<file path="src/include/pmr_pkg.sv">
package pmr_pkg;
    // Command codes of the registers this block answers
    localparam logic [7:0] CMD_COMM_FAULT    = 8'h7e;
    localparam logic [7:0] CMD_VENDOR_FAULT  = 8'h80;
    localparam logic [7:0] CMD_VIN           = 8'h88;
    localparam logic [7:0] CMD_IIN           = 8'h89;
    localparam logic [7:0] CMD_VOUT          = 8'h8b;
    localparam logic [7:0] CMD_IOUT          = 8'h8c;
    localparam logic [7:0] CMD_TEMP          = 8'h8d;
    localparam logic [7:0] CMD_FREQ          = 8'h95;
    localparam logic [7:0] CMD_PROTO_REV     = 8'h98;
    localparam logic [7:0] CMD_MAKER         = 8'h99;
    localparam logic [7:0] CMD_MODEL         = 8'h9a;
    localparam logic [7:0] CMD_PROD_REV      = 8'h9b;
    localparam logic [7:0] CMD_SERIAL        = 8'h9e;
    // Alert mask command code
    localparam logic [7:0] CMD_ALERT_MASK    = 8'h1b;

    // Fixed exponents of the telemetry words
    localparam logic [4:0] EXP_VIN           = 5'h1b;
    localparam logic [4:0] EXP_CURRENT       = 5'h1c;
    localparam logic [4:0] EXP_ZERO          = 5'h00;
    localparam int         MANT_W            = 11;

    // Protocol revision read back value
    localparam logic [7:0] PROTO_REV_VALUE   = 8'h33;
    // Fixed byte count of the block registers
    localparam logic [7:0] BLOCK_COUNT       = 8'h01;
    // Word count of a plain word write
    localparam logic [7:0] WORD_COUNT        = 8'h02;

    // Comm fault bit positions
    localparam int         CF_BAD_CMD        = 7;
    localparam int         CF_BAD_DATA       = 6;
    localparam int         CF_PEC            = 5;
    // Reset values of comm and vendor status
    localparam logic [2:0] COMM_RESET        = 3'h0;
    localparam logic [6:0] VEND_RESET        = 7'h00;

    // Command request from the transaction engine
    typedef struct packed {
        logic       valid;
        logic       write;
        logic [7:0] cmd;
        logic [7:0] count;
        logic [15:0] data;
    } pmr_req_t;

    // Answer to a request
    typedef struct packed {
        logic       valid;
        logic       ack;
        logic [15:0] data;
    } pmr_rsp_t;

    // Raw measurements from the front end
    typedef struct packed {
        logic [10:0] vin;
        logic [10:0] iin;
        logic [15:0] vout;
        logic [10:0] iout;
        logic [10:0] temp;
        logic [10:0] freq;
    } pmr_tele_t;

    // Identification bytes handed to nonvolatile storage
    typedef struct packed {
        logic       valid;
        logic [7:0] maker;
        logic [7:0] model;
        logic [7:0] revision;
        logic [7:0] serial;
    } pmr_nvm_t;
endpackage : pmr_pkg

</file>
<file path="src/core/pmr_regs.sv">
`timescale 1ns/1ps
//
// Contract
// RULE_01 - Comm fault bits 7:5 set, maskable
// RULE_02 - Comm fault bits 4:0 read zero
// RULE_03 - Vendor fault bits 7:1 reported, maskable
// RULE_04 - Vendor fault bit 0 reads zero
// RULE_05 - Telemetry: 5-bit exponent, 11-bit mantissa
// RULE_06 - Input voltage exponent fixed at minus five
// RULE_07 - Input current exponent fixed at minus four
// RULE_08 - Some readings acknowledge only while regulating
// RULE_09 - Output voltage: measured, unsigned 16-bit mantissa
// RULE_10 - Output current exponent fixed at minus four
// RULE_11 - Temperature zero exponent, signed mantissa
// RULE_12 - Frequency zero exponent, unsigned kilohertz
// RULE_13 - Protocol revision byte is read-only
// RULE_14 - Protocol revision reads 33 hex
// RULE_15 - Maker block: count one, value high
// RULE_16 - Model, revision, serial blocks likewise
// RULE_17 - Host uses block transfers for these
// RULE_18 - Save-all copies identification bytes out
// RULE_19 - Summary bit one mirrors comm faults
// RULE_20 - Active-low alert driven on faults
// RULE_21 - Unknown command, bad count flag faults
module pmr_regs #(
    parameter logic [7:0] MAKER_INIT = 8'h5a,   // Arbitrary value
    parameter logic [7:0] MODEL_INIT = 8'h01,   // Arbitrary value
    parameter logic [7:0] REV_INIT   = 8'h01,   // Arbitrary value
    parameter logic [7:0] SERIAL_INIT = 8'h00   // Arbitrary value
) (
    input  wire logic              clock_i,
    input  wire logic              reset_n_i,
    input  wire pmr_pkg::pmr_req_t req_i,
    input  wire logic              pec_error_i,
    input  wire logic              clear_faults_i,
    input  wire logic              save_all_i,
    input  wire logic              regulating_i,
    input  wire logic [7:1]        vendor_fault_i,
    input  wire pmr_pkg::pmr_tele_t tele_i,
    output pmr_pkg::pmr_rsp_t      rsp_o,
    output pmr_pkg::pmr_nvm_t      nvm_o,
    output logic                   summary_comm_o,
    output logic                   alert_output_low_o
);
    // Whole state of the block
    typedef struct packed {
        logic              reg_s1;     // Regulating, first stage
        logic              reg_s2;     // Regulating, usable
        logic [7:1]        vf_s1;      // Vendor faults, first stage
        logic [7:1]        vf_s2;      // Vendor faults, usable
        logic [2:0]        comm;       // Sticky comm faults 7:5
        logic [6:0]        vend;       // Sticky vendor faults 7:1
        logic [2:0]        comm_mask;  // Alert mask for comm faults
        logic [6:0]        vend_mask;  // Alert mask for vendor faults
        logic [7:0]        maker;      // Identification bytes
        logic [7:0]        model;
        logic [7:0]        revision;
        logic [7:0]        serial;
        pmr_pkg::pmr_rsp_t rsp;        // Registered answer
        pmr_pkg::pmr_nvm_t nvm;        // Registered save strobe
        logic              alert;      // Registered alert, active high
    } pmr_state_t;

    pmr_state_t state_q;   // Current state
    pmr_state_t state_d;   // Next state

    logic [2:0] comm_set;  // Comm fault events this cycle
    logic       known;     // Command is in the implemented set
    logic       needs_reg; // Reading needs regulation
    logic [7:0] rd_byte;   // Byte read from comm or vendor status

    // Outputs straight from state
    assign rsp_o              = state_q.rsp;
    assign nvm_o              = state_q.nvm;
    // RULE_19 summary from comm bits
    assign summary_comm_o     = |state_q.comm;
    assign alert_output_low_o = ~state_q.alert;

    // Decode, fault capture and answer
    always_comb begin
        state_d   = state_q;
        comm_set  = 3'h0;
        rd_byte   = 8'h00;
        // Two stages before logic looks at the regulating and vendor fault levels
        state_d.reg_s1 = regulating_i;
        state_d.reg_s2 = state_q.reg_s1;
        state_d.vf_s1  = vendor_fault_i;
        state_d.vf_s2  = state_q.vf_s1;
        state_d.rsp    = '0;
        state_d.nvm.valid = 1'b0;

        // Known command codes
        case (req_i.cmd)
            pmr_pkg::CMD_COMM_FAULT, pmr_pkg::CMD_VENDOR_FAULT, pmr_pkg::CMD_VIN,
            pmr_pkg::CMD_IIN, pmr_pkg::CMD_VOUT, pmr_pkg::CMD_IOUT, pmr_pkg::CMD_TEMP,
            pmr_pkg::CMD_FREQ, pmr_pkg::CMD_PROTO_REV, pmr_pkg::CMD_MAKER,
            pmr_pkg::CMD_MODEL, pmr_pkg::CMD_PROD_REV, pmr_pkg::CMD_SERIAL,
            pmr_pkg::CMD_ALERT_MASK: begin
                known = 1'b1;
            end
            default: begin
                known = 1'b0;
            end
        endcase
        // RULE_08 regulation gated reads
        needs_reg = (req_i.cmd == pmr_pkg::CMD_IIN) || (req_i.cmd == pmr_pkg::CMD_VOUT) ||
                    (req_i.cmd == pmr_pkg::CMD_IOUT) || (req_i.cmd == pmr_pkg::CMD_FREQ);

        // PEC failure from the engine
        // RULE_01 packet error flag
        comm_set[pmr_pkg::CF_PEC - 5] = pec_error_i;

        if (req_i.valid) begin
            state_d.rsp.valid = 1'b1;
            if (!known) begin
                // RULE_21 unknown command flagged
                comm_set[pmr_pkg::CF_BAD_CMD - 5] = 1'b1;
            end else if (req_i.write) begin
                case (req_i.cmd)
                    // Block writes: count must be one
                    pmr_pkg::CMD_MAKER, pmr_pkg::CMD_MODEL,
                    pmr_pkg::CMD_PROD_REV, pmr_pkg::CMD_SERIAL: begin
                        if (req_i.count != pmr_pkg::BLOCK_COUNT) begin
                            // RULE_21 bad byte count
                            comm_set[pmr_pkg::CF_BAD_DATA - 5] = 1'b1;
                        end else begin
                            state_d.rsp.ack = 1'b1;
                            // RULE_15 maker byte write
                            if (req_i.cmd == pmr_pkg::CMD_MAKER)    state_d.maker    = req_i.data[15:8];
                            // RULE_16 other block bytes
                            if (req_i.cmd == pmr_pkg::CMD_MODEL)    state_d.model    = req_i.data[15:8];
                            if (req_i.cmd == pmr_pkg::CMD_PROD_REV) state_d.revision = req_i.data[15:8];
                            if (req_i.cmd == pmr_pkg::CMD_SERIAL)   state_d.serial   = req_i.data[15:8];
                        end
                    end
                    // Mask write: low byte names status, high byte is mask
                    pmr_pkg::CMD_ALERT_MASK: begin
                        if (req_i.count != pmr_pkg::WORD_COUNT) begin
                            comm_set[pmr_pkg::CF_BAD_DATA - 5] = 1'b1;
                        end else if (req_i.data[7:0] == pmr_pkg::CMD_COMM_FAULT) begin
                            state_d.rsp.ack = 1'b1;
                            // RULE_02 only bits 7:5 maskable
                            state_d.comm_mask = req_i.data[15:13];
                        end else if (req_i.data[7:0] == pmr_pkg::CMD_VENDOR_FAULT) begin
                            state_d.rsp.ack = 1'b1;
                            // RULE_04 bit 0 has no mask
                            state_d.vend_mask = req_i.data[15:9];
                        end else begin
                            comm_set[pmr_pkg::CF_BAD_DATA - 5] = 1'b1;
                        end
                    end
                    default: begin
                        // RULE_13 read-only codes refuse writes
                        comm_set[pmr_pkg::CF_BAD_CMD - 5] = 1'b1;
                    end
                endcase
            end else if (needs_reg && !state_q.reg_s2) begin
                // RULE_08 no acknowledge when idle
                state_d.rsp.ack = 1'b0;
            end else begin
                state_d.rsp.ack = 1'b1;
                case (req_i.cmd)
                    pmr_pkg::CMD_COMM_FAULT: begin
                        // RULE_02 low bits read zero
                        rd_byte = {state_q.comm, 5'h00};
                        state_d.rsp.data = {8'h00, rd_byte};
                    end
                    pmr_pkg::CMD_VENDOR_FAULT: begin
                        // RULE_04 bit 0 reads zero
                        rd_byte = {state_q.vend, 1'b0};
                        state_d.rsp.data = {8'h00, rd_byte};
                    end
                    // RULE_05 exponent over mantissa
                    // RULE_06 input voltage word
                    pmr_pkg::CMD_VIN:  state_d.rsp.data = {pmr_pkg::EXP_VIN, tele_i.vin};
                    // RULE_07 input current word
                    pmr_pkg::CMD_IIN:  state_d.rsp.data = {pmr_pkg::EXP_CURRENT, tele_i.iin};
                    // RULE_09 measured output voltage
                    pmr_pkg::CMD_VOUT: state_d.rsp.data = tele_i.vout;
                    // RULE_10 output current word
                    pmr_pkg::CMD_IOUT: state_d.rsp.data = {pmr_pkg::EXP_CURRENT, tele_i.iout};
                    // RULE_11 signed temperature word
                    pmr_pkg::CMD_TEMP: state_d.rsp.data = {pmr_pkg::EXP_ZERO, tele_i.temp};
                    // RULE_12 frequency word
                    pmr_pkg::CMD_FREQ: state_d.rsp.data = {pmr_pkg::EXP_ZERO, tele_i.freq};
                    // RULE_14 fixed revision value
                    pmr_pkg::CMD_PROTO_REV: state_d.rsp.data = {8'h00, pmr_pkg::PROTO_REV_VALUE};
                    // RULE_15 count low, value high
                    pmr_pkg::CMD_MAKER:    state_d.rsp.data = {state_q.maker, pmr_pkg::BLOCK_COUNT};
                    // RULE_16 same block layout
                    pmr_pkg::CMD_MODEL:    state_d.rsp.data = {state_q.model, pmr_pkg::BLOCK_COUNT};
                    pmr_pkg::CMD_PROD_REV: state_d.rsp.data = {state_q.revision, pmr_pkg::BLOCK_COUNT};
                    pmr_pkg::CMD_SERIAL:   state_d.rsp.data = {state_q.serial, pmr_pkg::BLOCK_COUNT};
                    default: begin
                        // Mask code reads back nothing useful
                        state_d.rsp.data = 16'h0000;
                    end
                endcase
            end
        end

        // Sticky flags: a set in the clearing cycle wins
        // RULE_01 sticky comm bits
        state_d.comm = ((clear_faults_i ? 3'h0 : state_q.comm)) | comm_set;
        // RULE_03 sticky vendor bits
        state_d.vend = ((clear_faults_i ? 7'h00 : state_q.vend)) | state_q.vf_s2;

        // RULE_18 hand identification bytes to storage
        if (save_all_i) begin
            state_d.nvm = {1'b1, state_q.maker, state_q.model, state_q.revision, state_q.serial};
        end

        // RULE_20 unmasked faults raise alert
        state_d.alert = |(state_q.comm & ~state_q.comm_mask) |
                        |(state_q.vend & ~state_q.vend_mask);
    end

    // State register
    always_ff @(posedge clock_i or negedge reset_n_i) begin
        if (!reset_n_i) begin
            state_q           <= '0;
            state_q.comm      <= pmr_pkg::COMM_RESET;
            state_q.vend      <= pmr_pkg::VEND_RESET;
            state_q.maker     <= MAKER_INIT;
            state_q.model     <= MODEL_INIT;
            state_q.revision  <= REV_INIT;
            state_q.serial    <= SERIAL_INIT;
        end else begin
            state_q <= state_d;
        end
    end
endmodule : pmr_regs

</file>
<file path="config.mk">
export PLATFORM = sky130hd
export DESIGN_NAME = pmr_regs
export DESIGN_NICKNAME = d
export VERILOG_FILES = /design/src/include/pmr_pkg.sv /design/src/core/pmr_regs.sv
export SDC_FILE = /design/constraint.sdc
export NUM_CORES = 1
export LEC_CHECK = 0
export ABC_CLOCK_PERIOD_IN_PS = 1400
export BUFFER_PORTS_ARGS = -buffer_cell sky130_fd_sc_hd__buf_2
export CORE_ASPECT_RATIO = 0.6
export CORE_MARGIN = 1.5
export CORE_UTILIZATION = 52
export CTS_CLUSTER_DIAMETER = 200
export CTS_CLUSTER_SIZE = 10
export DETAILED_ROUTE_END_ITERATION = 10
export MAX_ROUTING_LAYER = met4
export PLACE_DENSITY = 0.88
export SLEW_MARGIN = 20
export SYNTH_ARGS = -nofsm -noshare
export SYNTH_HDL_FRONTEND = slang
export SYNTH_SLANG_ARGS = --single-unit
</file>
<file path="constraint.sdc">
create_clock -name clock_i -period 1.4 [get_ports clock_i]
set_input_delay 0.28 -clock clock_i [delete_from_list [all_inputs] [get_ports clock_i]]
set_output_delay 0.28 -clock clock_i [all_outputs]
set_load 0.05 [all_outputs]
</file>
==> flow_metrics.py <==
metrics = {
    "synth": {
        "synth-main-ff-cell": "dfrtp_1",
        "ys_ff_latch": 120,
        "yosys.cell_types.count": 65,
        "avgSynthCellArea_um2": 12.25,
        "synth_cells": 480,
        "synth_seq_area_share_pct": 51.20,
        "synth-async-reset-ratio_pct": 100.0,
        "synth_nets": 598,
        "yosysWarnings": 0,
        "post-synth-top-area-cell": "dfrtp_1",
        "yosys-top-cells-area": "dfrtp_1 49%, mux2_2 16%, buf_4 6.6%",
        "yosys-top-cells-count": "114 x dfrtp_1, 84 x mux2_2, 52 x buf_4",
        "synth.top_cell.area_share_pct": 48.52,
        "synth.cell_area_um2": 5879,
        "yosysMostFrequentCell": "dfrtp_1",
        "synth_enable_flop_cells": 0,
    },
    "setup_path": {
        "path_max_fanout": 7,
        "critical_path_required_ns": 1.70,
        "cp_cell_sequence": "buf_2 -> nand4b_1 -> or4_4 -> or3_4 -> nor2_4 -> buf_12 -> mux2_4",
        "critPathTopFamily": "simple AND/OR/NAND/NOR gates",
        "reg2regPathDepth": 5,
        "slowest_stage": "or4_4",
        "crit_path_start_kind": "input port",
        "worstReg2RegStart": "state_q[100]$_DFF_PN0_",
        "cpPeakStageDelay_ns": 0.47,
        "path_class": "in -> reg",
        "end_kind": "flop",
        "path_buf_inv": 2,
        "r2r_setup_slack_ns": -0.03,
        "cp_data_arrival_time_ns": 2.04,
        "regToRegEndpoint": "rsp_o[7]$_DFF_PN0_",
    },
    "sta": {
        "hold_viol": 0,
        "fin_ws_ns": -0.3383,
        "whs_ns": 0.05353,
        "final.min_clock_period_ns": 1.738,
        "setup_tns_ns": -11.22,
        "clock_skew_ns": 0.005125,
        "finalCritPeriodShare_pct": 124.2,
        "setup_viol": 61,
        "timing.fmax_ghz": 0.5753,
        "tightestPinTransition_ns": 0.5901,
        "rsz0062_at_grt": "true",
        "slew_viol_final": 0,
        "relSlewSlack_pct": 60.66,
    },
    "global_route": {
        "grt_pass1_vias": 5202,
        "grt_max_degree": 46,
        "grt_pass1_wl_um": 28270,
        "track_usage_pct": 33.13,
        "grt.overflow.total": 0,
        "antenna_found_initial": 0,
    },
    "cts": {
        "clk_pin_slew_worst_paths_ns": 0.06,
        "clock_path_buffers": 2,
        "cts_made_buffers": 17,
        "root_buffer": "clkbuf_16",
        "cts_tree": "built",
        "clk_latency_ns": 0.42,
        "cts_sinks": 120,
        "h-tree-depth": 4,
    },
    "power": {
        "p_leak_nw": 4.165,
        "p_per_area_nw_per_um2": 1039,
        "ir_worst_vdd_v": 0.0009551,
    },
    "finish": {
        "nets": 825,
        "area_delta_synth_final_pct": 43.43,
        "diodes": 0,
        "final_layout_size_suffix_gt1_share_pct": 61.11,
        "final_util_pct": 78.25,
    },
    "outcome": {
        "status": "finished with violations",
        "violations": "negative setup slack",
    },
    "die": {
        "initial_core_util_pct": 54.56,
        "num_io_pins": 171,
        "die_h_um": 85.37,
        "fp.coreArea_um2": 10780,
        "rows": 29,
        "die_area_um2": 11970,
        "die_x_um": 140.3,
    },
    "place": {
        "place_ws_ns": -0.8707,
        "port_buffers": 170,
        "hpwl_um": 13200,
        "routabilityCongestion": 0.9004,
    },
    "drt": {
        "drc_errors": 0,
        "vias": 4939,
        "viasPerCell": 5.750,
        "routedWlPerCell_um": 21.39,
        "antenna_left": 0,
        "drt_wl_total_um": 18370,
        "drt-initial-drc-count": 416,
        "dr.pass1.iters": 5,
    },
    "min_path": {
        "hold_start": "pec_error_i",
        "hp-class": "in -> reg",
        "worstHoldEndpoint": "state_q[101]$_DFF_PN0_",
        "whs_path_depth": 2,
    },
    "run": {
        "maxCapViolCount": 0,
    },
}
## logic make-up (layout without fill, tap and decap cells)
| family | after synthesis | after routing | synth area share (%) |
|---|---|---|---|
| flops | 120 | 120 | 51.20 |
| mux | 95 | 95 | 18.60 |
| buf+inv | 93 | 333 | 9.470 |
| simple gates | 89 | 89 | 9.300 |
| compound gates | 82 | 82 | 11.28 |
| xor+xnor | 1 | 1 | 0.1490 |
## how the worst max path moves through the flow
stage / start / to / slack (ns) / cells after the start
after floorplan: req_i[26] / state_q[84]$_DFFE_PN0P_ / -0.78 / 6
after global placement: req_i[29] / rsp_o[4]$_DFF_PN0_ / -0.82 / 7
after detailed placement: req_i[29] / rsp_o[4]$_DFF_PN0_ / -0.87 / 7
after CTS: req_i[29] / state_q[89]$_DFFE_PN0P_ / -0.29 / 7
after global routing: req_i[28] / rsp_o[16]$_DFF_PN0_ / -0.36 / 9
final: req_i[26] / state_q[89]$_DFFE_PN0P_ / -0.34 / 7
## placed cells by master, fill, tap and decap left out, drive strengths merged, types with 4 or more instances in the layout
master and count:
dfstp 6, nor3b 4, clkbuf 25, a222oi 9
nor3 7, buf 269, a21oi 15, nand2 18
nand4b 4, nor2 19, o22ai 6, nand3 12
dlygate4sd3 9, dfrtp 114, a21o 8, inv 21
a22oi 7, mux2 84, o21ai 7, nand2b 4
clkinv 5, mux2i 8, a221oi 6, a31oi 7
## registers in the layout (all words and copies together) (netlist names)
signal	count
state_d	8
rsp_o	18
state_q	61
nvm_o	33
## where the power goes
group	leakage, nW	internal [mW]	switching [mW]
Combinational	2.30	0.398	0.417
Sequential	1.58	3.52	0.0356
Clock	0.290	2.82	1.58
Total	4.16	6.73	2.03
## cell type report
cell class,count,area (um2)
Sequential cell,120,3010
Fill cell,643,2344
Clock buffer,23,488.0
Multi-Input combinational cell,267,2671
Tap cell,139,173.9
Timing Repair Buffer,280,1896
Inverter,21,78.83
Clock inverter,9,115.1
## repair_timing
action	4_1_cts	5_1_grt
cloned	1	0
hold endpoints to repair	24	0
buffers inserted	9	8
pin swaps	12	9
resized for setup	50	15
setup endpoints to repair	60	64
hold buffers	9	0
## layer usage
metal	GRT usage, %	vias to the layer above	routed length (um)
met3	8.804	26	1667
met2	49.77	268	8468
met1	44.06	2477	7962
met4	10.72	0	272
li1	-	2168	-
met5	-	-	0
## per-stage QoR
| stage | instances | instance area [um2] | total power, mW |
|---|---|---|---|
| 5_1_grt | 859 | 8433 | 9.021 |
| 4_1_cts | 851 | 8320 | 8.763 |
| 2_1_floorplan | 480 | 6073 | 3.868 |
| 3_5_place_dp | 800 | 7262 | 4.316 |
| 6_report | 859 | 8433 | 8.765 |
| 3_3_place_gp | 800 | 7262 | 4.296 |
No activity file was read; power rests on OpenSTA's default activity.
